**src/pkg/sbc_pkg.sv**
```systemverilog
// constants for the serial bus configuration and timeout block
// assumes a 25 MHz system clock and Avalon-MM register access
package sbc_pkg;
    // register byte addresses
    localparam int ADDR_W = 4;
    localparam logic [3:0] ADDR_CFG = 4'h0;
    localparam logic [3:0] ADDR_IRQ_STAT = 4'h4;
    localparam logic [3:0] ADDR_IRQ_MASK = 4'h8;
    // configuration register fields
    localparam int CFG_W = 8;
    localparam int CFG_EN_BIT = 7;
    localparam int CFG_INH_BIT = 6;
    localparam int CFG_BUSY_BIT = 5;
    localparam int CFG_EXT_BIT = 4;
    localparam int CFG_TOE_BIT = 3;
    localparam int CFG_FTE_BIT = 2;
    localparam int CFG_CS_LSB = 0;
    localparam logic [7:0] CFG_RESET = 8'h00;
    localparam logic [7:0] CFG_WR_MASK = 8'hdf;
    // clock source codes
    localparam logic [1:0] CS_T0 = 2'h0;
    localparam logic [1:0] CS_T1 = 2'h1;
    localparam logic [1:0] CS_T2_HI = 2'h2;
    localparam logic [1:0] CS_T2_LO = 2'h3;
    // interrupt status and mask layout
    localparam int IRQ_W = 5;
    localparam int IRQ_START = 0;
    localparam int IRQ_STOP = 1;
    localparam int IRQ_FREE = 2;
    localparam int IRQ_SLAVE = 3;
    localparam int IRQ_MASTER = 4;
    localparam logic [4:0] IRQ_RESET = 5'h00;
    // timing counts in system clocks
    localparam int CNT_W = 4;
    localparam logic [3:0] HOLD_STD_CLKS = 4'h3;
    localparam logic [3:0] HOLD_EXT_CLKS = 4'hc;
    localparam logic [3:0] SETUP_STD_CLKS = 4'h1;
    localparam logic [3:0] SETUP_EXT_CLKS = 4'hb;
    // bus free after more than this many source periods
    localparam int FREE_PERIODS = 10;
    typedef enum logic {BUS_IDLE, BUS_BUSY} sbc_bus_e;
endpackage

```
**src/pkg/sbc_mon_if.sv**
```systemverilog
// signals between the control core and the bus line monitor
// assumes both ends run on the system clock
`timescale 1ns/1ps
interface sbc_mon_if;
    logic enable;
    logic fte;
    logic tick;
    logic scl;
    logic sda;
    logic scl_fall;
    logic start_det;
    logic stop_det;
    logic free_pulse;
    modport mon (input enable, fte, tick,
                 output scl, sda, scl_fall, start_det, stop_det, free_pulse);
    modport core (output enable, fte, tick,
                  input scl, sda, scl_fall, start_det, stop_det, free_pulse);
endinterface

```
**src/rtl/sbc_line_mon.sv**
```systemverilog
// bus line monitor: synchronisers, start/stop detection, free timeout
// assumes scl and sda pins are asynchronous to i_sys_clk
`timescale 1ns/1ps
module sbc_line_mon #(
    parameter int FREE_W = 4
) (
    input wire logic i_sys_clk,
    input wire logic i_rst_n,
    input wire logic i_scl,
    input wire logic i_sda,
    sbc_mon_if.mon mon
);
    generate
        if (FREE_W < 1 || (2 ** FREE_W) <= sbc_pkg::FREE_PERIODS + 1) begin : g_chk
            $error("free counter too narrow");
        end
    endgenerate

    localparam logic [FREE_W-1:0] FREE_LIM = FREE_W'(sbc_pkg::FREE_PERIODS);

    logic scl_m_reg, scl_s_reg, scl_d_reg;
    logic sda_m_reg, sda_s_reg, sda_d_reg;
    logic [FREE_W-1:0] free_cnt_reg, free_cnt_next;
    logic start_reg, stop_reg, fall_reg, free_reg;

    wire both_high = scl_s_reg & sda_s_reg;
    wire start_w = mon.enable & scl_s_reg & scl_d_reg & sda_d_reg & ~sda_s_reg;
    wire stop_w = mon.enable & scl_s_reg & scl_d_reg & ~sda_d_reg & sda_s_reg;
    wire fall_w = mon.enable & scl_d_reg & ~scl_s_reg;
    wire free_w = mon.enable & mon.fte & both_high & mon.tick & (free_cnt_reg == FREE_LIM);

    // count source periods while both lines stay high
    always_comb begin
        free_cnt_next = free_cnt_reg;
        if (!mon.enable || !both_high) begin
            free_cnt_next = '0;
        end else if (mon.tick && free_cnt_reg <= FREE_LIM) begin
            free_cnt_next = free_cnt_reg + FREE_W'(1);
        end
    end

    // two-stage synchronisers, then one delay stage for edges
    always_ff @(posedge i_sys_clk) begin
        scl_m_reg <= i_scl;
        scl_s_reg <= scl_m_reg;
        scl_d_reg <= scl_s_reg;
        sda_m_reg <= i_sda;
        sda_s_reg <= sda_m_reg;
        sda_d_reg <= sda_s_reg;
    end

    always_ff @(posedge i_sys_clk) begin
        if (!i_rst_n) begin
            free_cnt_reg <= '0;
            start_reg <= 1'b0;
            stop_reg <= 1'b0;
            fall_reg <= 1'b0;
            free_reg <= 1'b0;
        end else begin
            free_cnt_reg <= free_cnt_next;
            start_reg <= start_w;
            stop_reg <= stop_w;
            fall_reg <= fall_w;
            free_reg <= free_w;
        end
    end

    assign mon.scl = scl_s_reg;
    assign mon.sda = sda_s_reg;
    assign mon.scl_fall = fall_reg;
    assign mon.start_det = start_reg;
    assign mon.stop_det = stop_reg;
    assign mon.free_pulse = free_reg;
endmodule

```
**src/rtl/sbc_top.sv**
```systemverilog
// serial bus configuration, busy tracking, line timing and timeouts
// assumes an Avalon-MM master on i_sys_clk and open-drain scl/sda pads
// Summary of operation
// - the interface works only while the enable bit is one
// - while enabled both bus lines are sampled and tracked constantly
// - slave inhibit set blocks every slave event interrupt
// - master event interrupts stay unaffected by slave inhibit
// - read-only busy bit goes high while a transfer is in progress
// - busy clears on a stop condition or on bus free timeout
// - hold extension bit selects standard or extended setup and hold
// - hold 3 clocks normally; extended gives 11 setup and 12 hold clocks
// - clock low timeout detection is armed by its enable bit while the interface is enabled
// - armed timeout timer reloads while clock high, counts while low
// - in split timer mode only the upper byte is held in reload
// - bus free when both lines high over 10 source periods
// - source field picks timer 0, timer 1 or one of two timer 2 overflows
//
// Register access over Avalon-MM and the address map were chosen for this implementation.
`timescale 1ns/1ps
module sbc_top (
    input wire logic i_sys_clk,
    input wire logic i_rst_n,
    // avalon-mm slave
    input wire logic [3:0] i_avs_address,
    input wire logic i_avs_read,
    input wire logic i_avs_write,
    input wire logic [31:0] i_avs_writedata,
    output logic [31:0] o_avs_readdata,
    output logic o_avs_waitrequest,
    // bus pins
    input wire logic i_scl,
    input wire logic i_sda,
    output logic o_scl_oe,
    output logic o_sda_oe,
    // transfer engine requests and events
    input wire logic i_scl_low_req,
    input wire logic i_sda_low_req,
    input wire logic i_slave_event,
    input wire logic i_master_event,
    // timer overflows and timeout timer control
    input wire logic i_t0_ovf,
    input wire logic i_t1_ovf,
    input wire logic i_t2_ovf_hi,
    input wire logic i_t2_ovf_lo,
    input wire logic i_tmr_split,
    output logic o_tmr_reload_full,
    output logic o_tmr_reload_hi,
    output logic o_tmr_count_en,
    // status to the rest of the interface
    output logic o_iface_en,
    output logic o_bitrate_tick,
    output logic o_bus_busy,
    output logic o_start_det,
    output logic o_stop_det,
    output logic o_irq
);
    sbc_mon_if mon_bus();

    // pick standard or extended count
    function automatic logic [3:0] sel_count(input logic ext, input logic [3:0] std_c,
                                             input logic [3:0] ext_c);
        sel_count = ext ? ext_c : std_c;
    endfunction

    logic [7:0] cfg_reg, cfg_next;
    logic [4:0] irq_stat_reg, irq_stat_next;
    logic [4:0] irq_mask_reg, irq_mask_next;
    logic wait_reg;
    logic [31:0] rdata_reg;
    logic irq_reg;
    sbc_pkg::sbc_bus_e bus_reg, bus_next;
    logic [3:0] hold_cnt_reg, hold_cnt_next;
    logic [3:0] setup_cnt_reg, setup_cnt_next;
    logic scl_oe_reg, scl_oe_next;
    logic sda_oe_reg, sda_oe_next;
    logic tick_reg;
    logic reload_full_reg, reload_hi_reg, count_en_reg;
    logic start_reg, stop_reg;

    // configuration fields
    wire iface_en = cfg_reg[sbc_pkg::CFG_EN_BIT];
    wire inhibit = cfg_reg[sbc_pkg::CFG_INH_BIT];
    wire hold_ext = cfg_reg[sbc_pkg::CFG_EXT_BIT];
    wire toe = iface_en & cfg_reg[sbc_pkg::CFG_TOE_BIT];
    wire fte = iface_en & cfg_reg[sbc_pkg::CFG_FTE_BIT];
    wire [1:0] cs_sel = cfg_reg[sbc_pkg::CFG_CS_LSB +: 2];

    // register access decode
    wire req = i_avs_read | i_avs_write;
    wire acc_done = req & ~wait_reg;
    wire wr_done = acc_done & i_avs_write;
    wire hit_cfg = (i_avs_address == sbc_pkg::ADDR_CFG);
    wire hit_stat = (i_avs_address == sbc_pkg::ADDR_IRQ_STAT);
    wire hit_mask = (i_avs_address == sbc_pkg::ADDR_IRQ_MASK);
    wire wr_cfg = wr_done & hit_cfg;
    wire wr_stat = wr_done & hit_stat;
    wire wr_mask = wr_done & hit_mask;
    wire [7:0] cfg_view = {cfg_reg[7:6], (bus_reg == sbc_pkg::BUS_BUSY), cfg_reg[4:0]};
    wire [31:0] rd_mux = hit_cfg ? {24'h0, cfg_view} :
                         hit_stat ? {27'h0, irq_stat_reg} :
                         hit_mask ? {27'h0, irq_mask_reg} : 32'h0;

    // bit rate source selection
    wire tick_w = iface_en & ((cs_sel == sbc_pkg::CS_T0) ? i_t0_ovf :
                              (cs_sel == sbc_pkg::CS_T1) ? i_t1_ovf :
                              (cs_sel == sbc_pkg::CS_T2_HI) ? i_t2_ovf_hi : i_t2_ovf_lo);

    // events, slave ones gated by inhibit
    wire free_ev = mon_bus.free_pulse & fte;
    wire [4:0] ev_vec = {iface_en & i_master_event,
                         iface_en & i_slave_event & ~inhibit,
                         free_ev,
                         mon_bus.stop_det,
                         mon_bus.start_det};

    assign mon_bus.enable = iface_en;
    assign mon_bus.fte = fte;
    assign mon_bus.tick = tick_reg;

    sbc_line_mon #(
        .FREE_W(sbc_pkg::CNT_W)
    ) u_mon (
        .i_sys_clk(i_sys_clk),
        .i_rst_n(i_rst_n),
        .i_scl(i_scl),
        .i_sda(i_sda),
        .mon(mon_bus)
    );

    // register next values; event set wins over clear
    always_comb begin
        cfg_next = cfg_reg;
        irq_mask_next = irq_mask_reg;
        if (wr_cfg) begin
            cfg_next = i_avs_writedata[7:0] & sbc_pkg::CFG_WR_MASK;
        end
        if (wr_mask) begin
            irq_mask_next = i_avs_writedata[4:0];
        end
        irq_stat_next = irq_stat_reg;
        if (wr_stat) begin
            irq_stat_next = irq_stat_reg & ~i_avs_writedata[4:0];
        end
        irq_stat_next = irq_stat_next | ev_vec;
    end

    // bus busy tracking
    always_comb begin
        bus_next = bus_reg;
        case (bus_reg)
            sbc_pkg::BUS_IDLE: begin
                if (mon_bus.start_det) begin
                    bus_next = sbc_pkg::BUS_BUSY;
                end
            end
            sbc_pkg::BUS_BUSY: begin
                if (mon_bus.stop_det || free_ev) begin
                    bus_next = sbc_pkg::BUS_IDLE;
                end
            end
            default: begin
                bus_next = sbc_pkg::BUS_IDLE;
            end
        endcase
        if (!iface_en) begin
            bus_next = sbc_pkg::BUS_IDLE;
        end
    end

    // own scl pull opens the hold window at once, without the sync lag
    wire own_scl_fall = iface_en & i_scl_low_req & ~scl_oe_reg;

    // sda hold after scl fall, scl release after sda setup
    always_comb begin
        hold_cnt_next = hold_cnt_reg;
        setup_cnt_next = setup_cnt_reg;
        sda_oe_next = sda_oe_reg;
        if (mon_bus.scl_fall || own_scl_fall) begin
            hold_cnt_next = sel_count(hold_ext, sbc_pkg::HOLD_STD_CLKS,
                                      sbc_pkg::HOLD_EXT_CLKS);
        end else if (hold_cnt_reg != 4'h0) begin
            hold_cnt_next = hold_cnt_reg - 4'h1;
        end
        if (hold_cnt_reg == 4'h0 && !mon_bus.scl_fall && !own_scl_fall) begin
            sda_oe_next = i_sda_low_req;
        end
        if (sda_oe_next != sda_oe_reg) begin
            setup_cnt_next = sel_count(hold_ext, sbc_pkg::SETUP_STD_CLKS,
                                       sbc_pkg::SETUP_EXT_CLKS);
        end else if (setup_cnt_reg != 4'h0) begin
            setup_cnt_next = setup_cnt_reg - 4'h1;
        end
        scl_oe_next = i_scl_low_req | (scl_oe_reg & (setup_cnt_reg != 4'h0));
        if (!iface_en) begin
            sda_oe_next = 1'b0;
            scl_oe_next = 1'b0;
            hold_cnt_next = 4'h0;
            setup_cnt_next = 4'h0;
        end
    end

    // avalon slave: one wait cycle, then the access completes
    always_ff @(posedge i_sys_clk) begin
        if (!i_rst_n) begin
            wait_reg <= 1'b1;
            rdata_reg <= 32'h0;
        end else begin
            wait_reg <= ~(req & wait_reg);
            rdata_reg <= (i_avs_read & wait_reg) ? rd_mux : 32'h0;
        end
    end

    always_ff @(posedge i_sys_clk) begin
        if (!i_rst_n) begin
            cfg_reg <= sbc_pkg::CFG_RESET;
            irq_stat_reg <= sbc_pkg::IRQ_RESET;
            irq_mask_reg <= sbc_pkg::IRQ_RESET;
            irq_reg <= 1'b0;
        end else begin
            cfg_reg <= cfg_next;
            irq_stat_reg <= irq_stat_next;
            irq_mask_reg <= irq_mask_next;
            irq_reg <= |(irq_stat_reg & irq_mask_reg);
        end
    end

    always_ff @(posedge i_sys_clk) begin
        if (!i_rst_n) begin
            bus_reg <= sbc_pkg::BUS_IDLE;
            hold_cnt_reg <= 4'h0;
            setup_cnt_reg <= 4'h0;
            scl_oe_reg <= 1'b0;
            sda_oe_reg <= 1'b0;
        end else begin
            bus_reg <= bus_next;
            hold_cnt_reg <= hold_cnt_next;
            setup_cnt_reg <= setup_cnt_next;
            scl_oe_reg <= scl_oe_next;
            sda_oe_reg <= sda_oe_next;
        end
    end

    // timeout timer control and status strobes
    always_ff @(posedge i_sys_clk) begin
        if (!i_rst_n) begin
            tick_reg <= 1'b0;
            reload_full_reg <= 1'b0;
            reload_hi_reg <= 1'b0;
            count_en_reg <= 1'b0;
            start_reg <= 1'b0;
            stop_reg <= 1'b0;
        end else begin
            tick_reg <= tick_w;
            reload_full_reg <= toe & mon_bus.scl & ~i_tmr_split;
            reload_hi_reg <= toe & mon_bus.scl;
            count_en_reg <= toe & ~mon_bus.scl;
            start_reg <= mon_bus.start_det;
            stop_reg <= mon_bus.stop_det;
        end
    end

    assign o_avs_readdata = rdata_reg;
    assign o_avs_waitrequest = wait_reg;
    assign o_scl_oe = scl_oe_reg;
    assign o_sda_oe = sda_oe_reg;
    assign o_tmr_reload_full = reload_full_reg;
    assign o_tmr_reload_hi = reload_hi_reg;
    assign o_tmr_count_en = count_en_reg;
    assign o_iface_en = cfg_reg[sbc_pkg::CFG_EN_BIT];
    assign o_bitrate_tick = tick_reg;
    assign o_bus_busy = (bus_reg == sbc_pkg::BUS_BUSY);
    assign o_start_det = start_reg;
    assign o_stop_det = stop_reg;
    assign o_irq = irq_reg;
endmodule

```
**config.mk**
```make
export PLATFORM = sky130hd
export DESIGN_NAME = sbc_top
export DESIGN_NICKNAME = d
export VERILOG_FILES = /design/src/pkg/sbc_pkg.sv /design/src/pkg/sbc_mon_if.sv /design/src/rtl/sbc_line_mon.sv /design/src/rtl/sbc_top.sv
export SDC_FILE = /design/constraint.sdc
export NUM_CORES = 1
export LEC_CHECK = 0
export BUFFER_PORTS_ARGS = -buffer_cell sky130_fd_sc_hd__buf_4
export CAP_MARGIN = 20
export CELL_PAD_IN_SITES_DETAIL_PLACEMENT = 1
export CELL_PAD_IN_SITES_GLOBAL_PLACEMENT = 2
export CORE_UTILIZATION = 29
export CTS_BUF_LIST = sky130_fd_sc_hd__clkbuf_4
export DETAILED_ROUTE_END_ITERATION = 6
export GPL_ROUTABILITY_DRIVEN = 0
export PLACE_DENSITY_LB_ADDON = 0.1
export RECOVER_POWER = 50
export SYNTH_ARGS = -nofsm -noshare
export SYNTH_HDL_FRONTEND = slang
export SYNTH_SLANG_ARGS = --single-unit
export TNS_END_PERCENT = 10
```
**constraint.sdc**
```tcl
create_clock -name i_sys_clk -period 2.1 [get_ports i_sys_clk]
set_input_delay 0.42 -clock i_sys_clk [delete_from_list [all_inputs] [get_ports i_sys_clk]]
set_output_delay 0.42 -clock i_sys_clk [all_outputs]
set_load 0.01 [all_outputs]
```
# == Word-level counts from Yosys, hierarchy flattened ==
# Index checks and enable logic that the tools add are counted.
# op_classes
add_sub_neg,3
n_lt_le_gt_ge,1
eq_ne,6
mux,17
bitwise,50
reduce_logical,22
# ops
operator,count
1-bit bitwise AND,33
4-bit two-way mux,6
5-bit two-way mux,3
1-bit inverter,11
5-bit bitwise AND,2
4-bit == test (second input constant),2
4-bit logical NOT,2
8-bit two-way mux,1
4-bit nonzero test,2
4-bit by 1-bit subtractor with 4-bit output (second input constant),2
1-bit two-way mux,6
5-bit inverter,1
5-bit OR,1
5-bit OR reduction,1
4-bit by 1-bit adder with 4-bit output (second input constant),1
4-bit by 3-bit == test with 1-bit output (second input constant),1
4-bit <= comparator (second input constant),1
1-bit logical NOT,4
2-bit AND reduction,2
2-bit nonzero test,2
4-bit OR reduction,1
1-bit logical AND,3
1-bit logical OR,3
2-bit by 1-bit == test with 1-bit output (second input constant),1
6 further kinds,7
# word_totals
ff_bits,82
inputBits,51

# == Logic depth before layout (Yosys ltp) ==
# Gate-level depths: netlist (run 1).
# logic_depth
word_depth,7
depth_mapped,7
ltp_nobuf,6

# == By module ==
# A second synthesis (run 1) with hierarchy kept.
# hier_totals
hier_cells,254
hier_area_um2,2526.2
# by_module_without_submodules
mod,instances,cells_each,area_each_um2,seq_area_each_um2
sbc_top,1,213,2058.2,880.8
sbc_line_mon,1,41,467.9,280.3

# == Worst setup path after synthesis (run 1) ==
# No wires, ideal clock.
# synth_timing
path_kind,reg-to-reg
from,reg hold_cnt_reg[0]
to,reg setup_cnt_reg[3]
setup_ps,132
arrival_time_ps,1515
required_time_ps,1968
setup_slack_ps,452
path_stages_with_launch,8
path_buffers,1
path_cell_list,dfxtp_1 inv_1 ha_1 or3b_1 buf_2 nor4_4 nand3b_1 a21oi_1
# synth_between
elab_chain_len,6
# synth_lines
item,line,rtl
from (decl),sbc_top.sv:72,"logic [3:0] hold_cnt_reg, hold_cnt_next;"
from (signal assigned),sbc_top.sv:236,hold_cnt_reg <= hold_cnt_next;
4-bit logical NOT (*),sbc_top.sv:184,if (hold_cnt_reg == 4'h0 && !mon_bus.scl_fall && !own_scl_fall) begin
1-bit logical AND (*) (2 in series),sbc_top.sv:184,
1-bit two-way mux (*),sbc_top.sv:184,
1-bit != test (*),sbc_top.sv:187,if (sda_oe_next != sda_oe_reg) begin
4-bit two-way mux or 2-bit nonzero test (tied branches),n/a,
to (signal assigned),sbc_top.sv:237,setup_cnt_reg <= setup_cnt_next;
to (decl),sbc_top.sv:73,"logic [3:0] setup_cnt_reg, setup_cnt_next;"
# Mark *: on every way between the ends. The rest lies on a longest branch, timed or not.
# A chain may end at the register's enable or synchronous reset.

# == Worst setup path in the final report (run 1) ==
# Same ends and word-level chain as after synthesis.

==> qor.csv, run 1 <==
metric;value;unit
status;finished clean;
most common cell after layout, fill and taps aside;dfxtp_1;
max frequency;0.5504;GHz
Setup violations, final;0;
DRT Wirelength;5607;um
Critical Path Fanout Max;7;
first-pass GRT wire length;9121;um
Req. time, crit path;2.40;ns
CP arrival;2.12;ns
CTS Root Cell;clkbuf_4;
Core Region;8217;um2
asr flop ratio synth;0;
post-layout net count;373;
Antenna diodes;0;
H-tree depth;3;
Synth Register Bits;58;
CP max-delay cell;or3b_1;
CP max stage delay;0.50;ns
syn avg cell area;9.405;um2
Worst setup EP type;flip-flop;
input/output buffers;45;
Die Area;8903;um2
static leakage;1.157;nW
Starting DRT DRC Count;43;
antenna violations before repair;0;
P&R area growth vs syn;17.65;%
largest net degree at the start of global routing;24;
number of flops mapped to enable cells by yosys;0;
met3 wire len;278;um
clk buf depth;2;
cts bufs inserted;9;
peak supply drop;0.2138;mV
most frequent cells in the layout;dfxtp_1, buf_4, conb_1;
effective utilization at floorplan;0.3011;
GR Overflow Total;0;
Largest register FFs;8;
Fill cells;997;
Final ANT Viol Nets;0;
Tot GR Track Use;0.1389;
final hold vios;0;
synth unique cells;46;
I/O pins;95;
PostCTS Resize Cnt;0;
clk sinks;58;
Layout Skew;0.01941;ns
routed vias;1911;
RSZ-0062 raised after global routing;false;
num rows;33;
final std cells w/o fill;426;
min Tclk post-route;1.817;ns
total power per unit cell area;641.1;nW/um2
vias per cell;4.486;
Post-Synthesis Cells;263;
setup bufs post-CTS;0;
top routing layer in use;met4;
hpwl dp;4295;um
wire per inst;13.16;um
number of global-route vias before repair;1855;
crit-path cells;inv_1, ha_1, or3b_1, nor4_4, nand3b_1, a21oi_1;
max-slew violations;0;
DRT met1 WL;2718;um
max-cap violations;0;
Die Wd;94.36;um
TNS Setup;0;ns
Hold Path Class;input pin to flip-flop;
Post-Place Cells;411;
mapped cell area;2474;um2
chip height;94.36;um
drt first pass iters;4;
top_reg_cell synth;dfxtp_1;
TritonCTS clock tree;done;
clk slew on worst S/H paths;0.11;ns
post-synthesis sequential area ratio;0.4694;
WL met2;2498;um
WS Path Type;flip-flop to flip-flop;
synth warn;0;
layout cells sized above 1;0.1838;
Hold Buf Count CTS;0;
clock insertion delay at the later pin of the skew report;0.40;ns
CP startpoint kind;flip-flop;
fin crit share;0.8652;
residual DRC count;0;
logic make-up after synthesis:
family                     Yosys count  share of synthesized area
and+or+nand+nor                     94                     0.2140
DFF                                 58                     0.4694
AOI/OAI and AO/OA                   45                     0.1189
buffers and inverters               44                     0.1042
muxes                                9                    0.04198
xor gates and xnor gates             7                    0.02479
adders and majority gates            5                    0.02529
other                                1                   0.001516
worst max-delay path, delay by kind of cell (launching register included):
family                   cells  cell delay (ns)
buffers and inverters        1             0.11
flip-flops                   1             0.33
adder cells (fa/ha/maj)      1             0.15
AND/OR/NAND/NOR              3             1.08
AO/OA/AOI/OAI                1             0.07
synth_stat cells (2+ instances only):
cell type,count,area [um2]
dfxtp_1,58,1161
buf_4,24,180.2
nor2_1,21,78.83
nand2_1,20,75.07
a21oi_1,15,75.07
nand3_1,14,70.07
inv_1,13,48.80
nor2b_1,10,62.56
a21boi_0,9,67.56
mux2i_1,7,70.07
clkbuf_1,5,18.77
ha_1,5,62.56
nor3_1,5,25.02
o21ai_0,5,25.02
and2_1,4,25.02
xor2_1,4,35.03
and3_1,3,18.77
and4_1,3,26.28
o21a_1,3,22.52
o22ai_1,3,18.77
xnor2_1,3,26.28
buf_2,2,10.01
nor3b_1,2,15.01
nor4_1,2,12.51
o221ai_1,2,17.52
metal layers:
layer | GRT usage | up-vias
met3 | 0.03221 | 10
li1 | - | 964
met2 | 0.2144 | 51
met1 | 0.1780 | 886
met4 | 0.07692 | 0
met5 | 0 | -
area by class of cell:
| cell class | count | area [um2] | area share |
|---|---|---|---|
| clock buffers | 10 | 75.07 | 0.02580 |
| inverters | 13 | 48.80 | 0.01677 |
| clock inverters | 5 | 22.52 | 0.007739 |
| multi-input cells | 184 | 1141 | 0.3921 |
| flip-flops and latches | 58 | 1161 | 0.3990 |
| repair buffers | 51 | 330.3 | 0.1135 |
| well taps | 105 | 131.4 | 0.04514 |
through the flow:
step                setup slack, ns    util  hold WS, ns  cell area (um2)  total power, mW
floorplan                    0.4523       -       0.3096             2560            1.233
global placement             0.2868  0.3487       0.3134             2865            1.262
detailed placement           0.2727  0.3487       0.3135             2865            1.263
CTS                          0.2572  0.3606      0.09257             2963            1.909
global route                 0.1418  0.3542       0.1120             2910            1.975
finish                       0.2830  0.3542       0.1476             2910            1.866
path summary, 6_finish.rpt:
| check | slack, ns | from | to | depth (start not counted) |
|---|---|---|---|---|
| setup / recovery | 0.28 | hold_cnt_reg[0] | setup_cnt_reg[3] | 6 |
| hold / removal | 0.15 | i_scl | u_mon.scl_m_reg | 1 |
| setup reg to reg | 0.28 | hold_cnt_reg[0] | setup_cnt_reg[3] | 6 |
| hold reg to reg | 0.33 | u_mon.sda_m_reg | u_mon.mon.sda | 0 |
power breakdown:
group / switching [mW] / internal (mW)
Combinational: 0.0674 / 0.0517
Sequential: 0.00702 / 1.11
Clock: 0.394 / 0.237
Total: 0.469 / 1.40
No activity file was read; power rests on OpenSTA's default activity.
==> run 2, diff against run 1 <==
--- a/config.mk
+++ b/config.mk
@@ -9,6 +9,7 @@
 export CAP_MARGIN = 20
 export CELL_PAD_IN_SITES_DETAIL_PLACEMENT = 1
 export CELL_PAD_IN_SITES_GLOBAL_PLACEMENT = 2
+export CORE_MARGIN = 2
 export CORE_UTILIZATION = 29
 export CTS_BUF_LIST = sky130_fd_sc_hd__clkbuf_4
 export DETAILED_ROUTE_END_ITERATION = 6
==> qor.csv, run 2 (same netlist as run 1, synthesis figures left out) <==
metric;value;unit
status;finished clean;
final std cells w/o fill;427;
drt first pass iters;3;
Starting DRT DRC Count;41;
total area of sequential cells;1161;um2
worst slack at placement;0.2385;ns
H-tree depth;3;
CTS Root Cell;clkbuf_4;
layout cells sized above 1;0.1832;
Req. time, crit path;2.44;ns
Core Region;8258;um2
switch share;0.2294;
vias per cell;4.471;
number of global-route vias before repair;1835;
CP startpoint kind;flip-flop;
combinational share of power;0.054;
Final ANT Viol Nets;0;
Seq pwr share;0.522;
Tot GR Track Use;0.1287;
P&R area growth vs syn;19.73;%
Post-Place Cells;411;
Hold Path Class;input pin to flip-flop;
routed vias;1909;
clk slew on worst S/H paths;0.11;ns
most common cell after layout, fill and taps aside;dfxtp_1;
final worst setup slack;0.2135;ns
total power per unit cell area;722.2;nW/um2
most frequent cells in the layout;dfxtp_1, buf_4, conb_1;
Layout Skew;0.01309;ns
Setup violations, final;0;
DRT Wirelength;5735;um
max frequency;0.5301;GHz
Sw Pwr;0.4906;mW
PostCTS Resize Cnt;0;
effective utilization at floorplan;0.2995;
setup bufs post-CTS;0;
GR Overflow Total;0;
clock network fraction of design power;0.424;
Reg2Reg Capture Point;setup_cnt_reg[3];
clk sinks;58;
max-cap violations;0;
final hold vios;0;
Fill cells;1033;
peak supply drop;0.2319;mV
hpwl dp;4365;um
static leakage;1.172;nW
fin crit share;0.8984;
min Tclk post-route;1.887;ns
P_int;1.648;mW
total power;2.139;mW
TritonCTS clock tree;done;
Worst Hold Depth;1;
Die Area;9284;um2
Critical Path Fanout Max;7;
input/output buffers;45;
FF-to-FF path depth;6;
HP Start;i_scl;
max-slew violations;0;
I/O pins;95;
Hold Buf Count CTS;0;
multi-input logic area;1141;um2
R2R Setup Slk;0.21;ns
Worst setup EP type;flip-flop;
cts bufs inserted;9;
Hold EP;u_mon.scl_m_reg;
Die Wd;96.36;um
antenna violations before repair;0;
clk buf depth;2;
wire per inst;13.43;um
post-layout net count;373;
clock insertion delay at the later pin of the skew report;0.40;ns
residual DRC count;0;
reg2reg start;hold_cnt_reg[0];
num rows;33;
largest net degree at the start of global routing;24;
chip height;96.36;um
CP arrival;2.22;ns
Antenna diodes;0;
RSZ-0062 raised after global routing;false;
WS Path Type;flip-flop to flip-flop;
TNS Setup;0;ns
first-pass GRT wire length;8942;um
Largest register FFs;8;
post-layout util;0.3586;
run 2: layout make-up:
class | count | share of cell area
well taps | 105 | 0.04436
clock inverters | 6 | 0.02746
multi-input cells | 184 | 0.3853
inverters | 13 | 0.01648
flip-flops and latches | 58 | 0.3921
repair buffers | 51 | 0.1090
clock buffers | 10 | 0.02535
run 2: how the worst max path moves through the flow:
stage                         start          endpoint  slack, ns  depth (start not counted)
floorplan           hold_cnt_reg[0]  setup_cnt_reg[3]       0.45                          7
global placement    hold_cnt_reg[0]  setup_cnt_reg[3]       0.27                          6
detailed placement  hold_cnt_reg[0]  setup_cnt_reg[3]       0.24                          6
CTS                 hold_cnt_reg[0]  setup_cnt_reg[3]       0.20                          6
global route        hold_cnt_reg[0]  setup_cnt_reg[3]       0.08                          6
finish              hold_cnt_reg[0]  setup_cnt_reg[3]       0.21                          6
run 2: metal layers:
metal / GRT usage / share of wire
met5: 0 / 0
met4: 0.06338 / 0.023
met3: 0.02976 / 0.058
met2: 0.1933 / 0.42
met1: 0.1728 / 0.50
run 2: stage by stage:
step / cell area, um2 / hold WS (ns)
after global placement: 2865 / 0.3108
after detailed placement: 2865 / 0.3136
after CTS: 3022 / 0.09308
after floorplan: 2560 / 0.3096
after global routing: 2962 / 0.1215
final: 2962 / 0.1417
run 2: critical path, stage by stage, from the launching register on:
cell and delay [ns]:
dfxtp_1 0.33, inv_1 0.11, ha_1 0.17, or3b_1 0.51
nor4_4 0.42, nand2_1 0.14, a21oi_1 0.14
run 2: power groups by stage:
stage | combinational, mW | sequential (mW) | clock [mW]
6_report | 0.117 | 1.12 | 0.906
5_1_grt | 0.130 | 1.12 | 0.987
4_1_cts | 0.120 | 1.12 | 0.941
3_5_place_dp | 0.119 | 1.14 | 0
3_3_place_gp | 0.120 | 1.14 | 0
2_1_floorplan | 0.0919 | 1.14 | 0
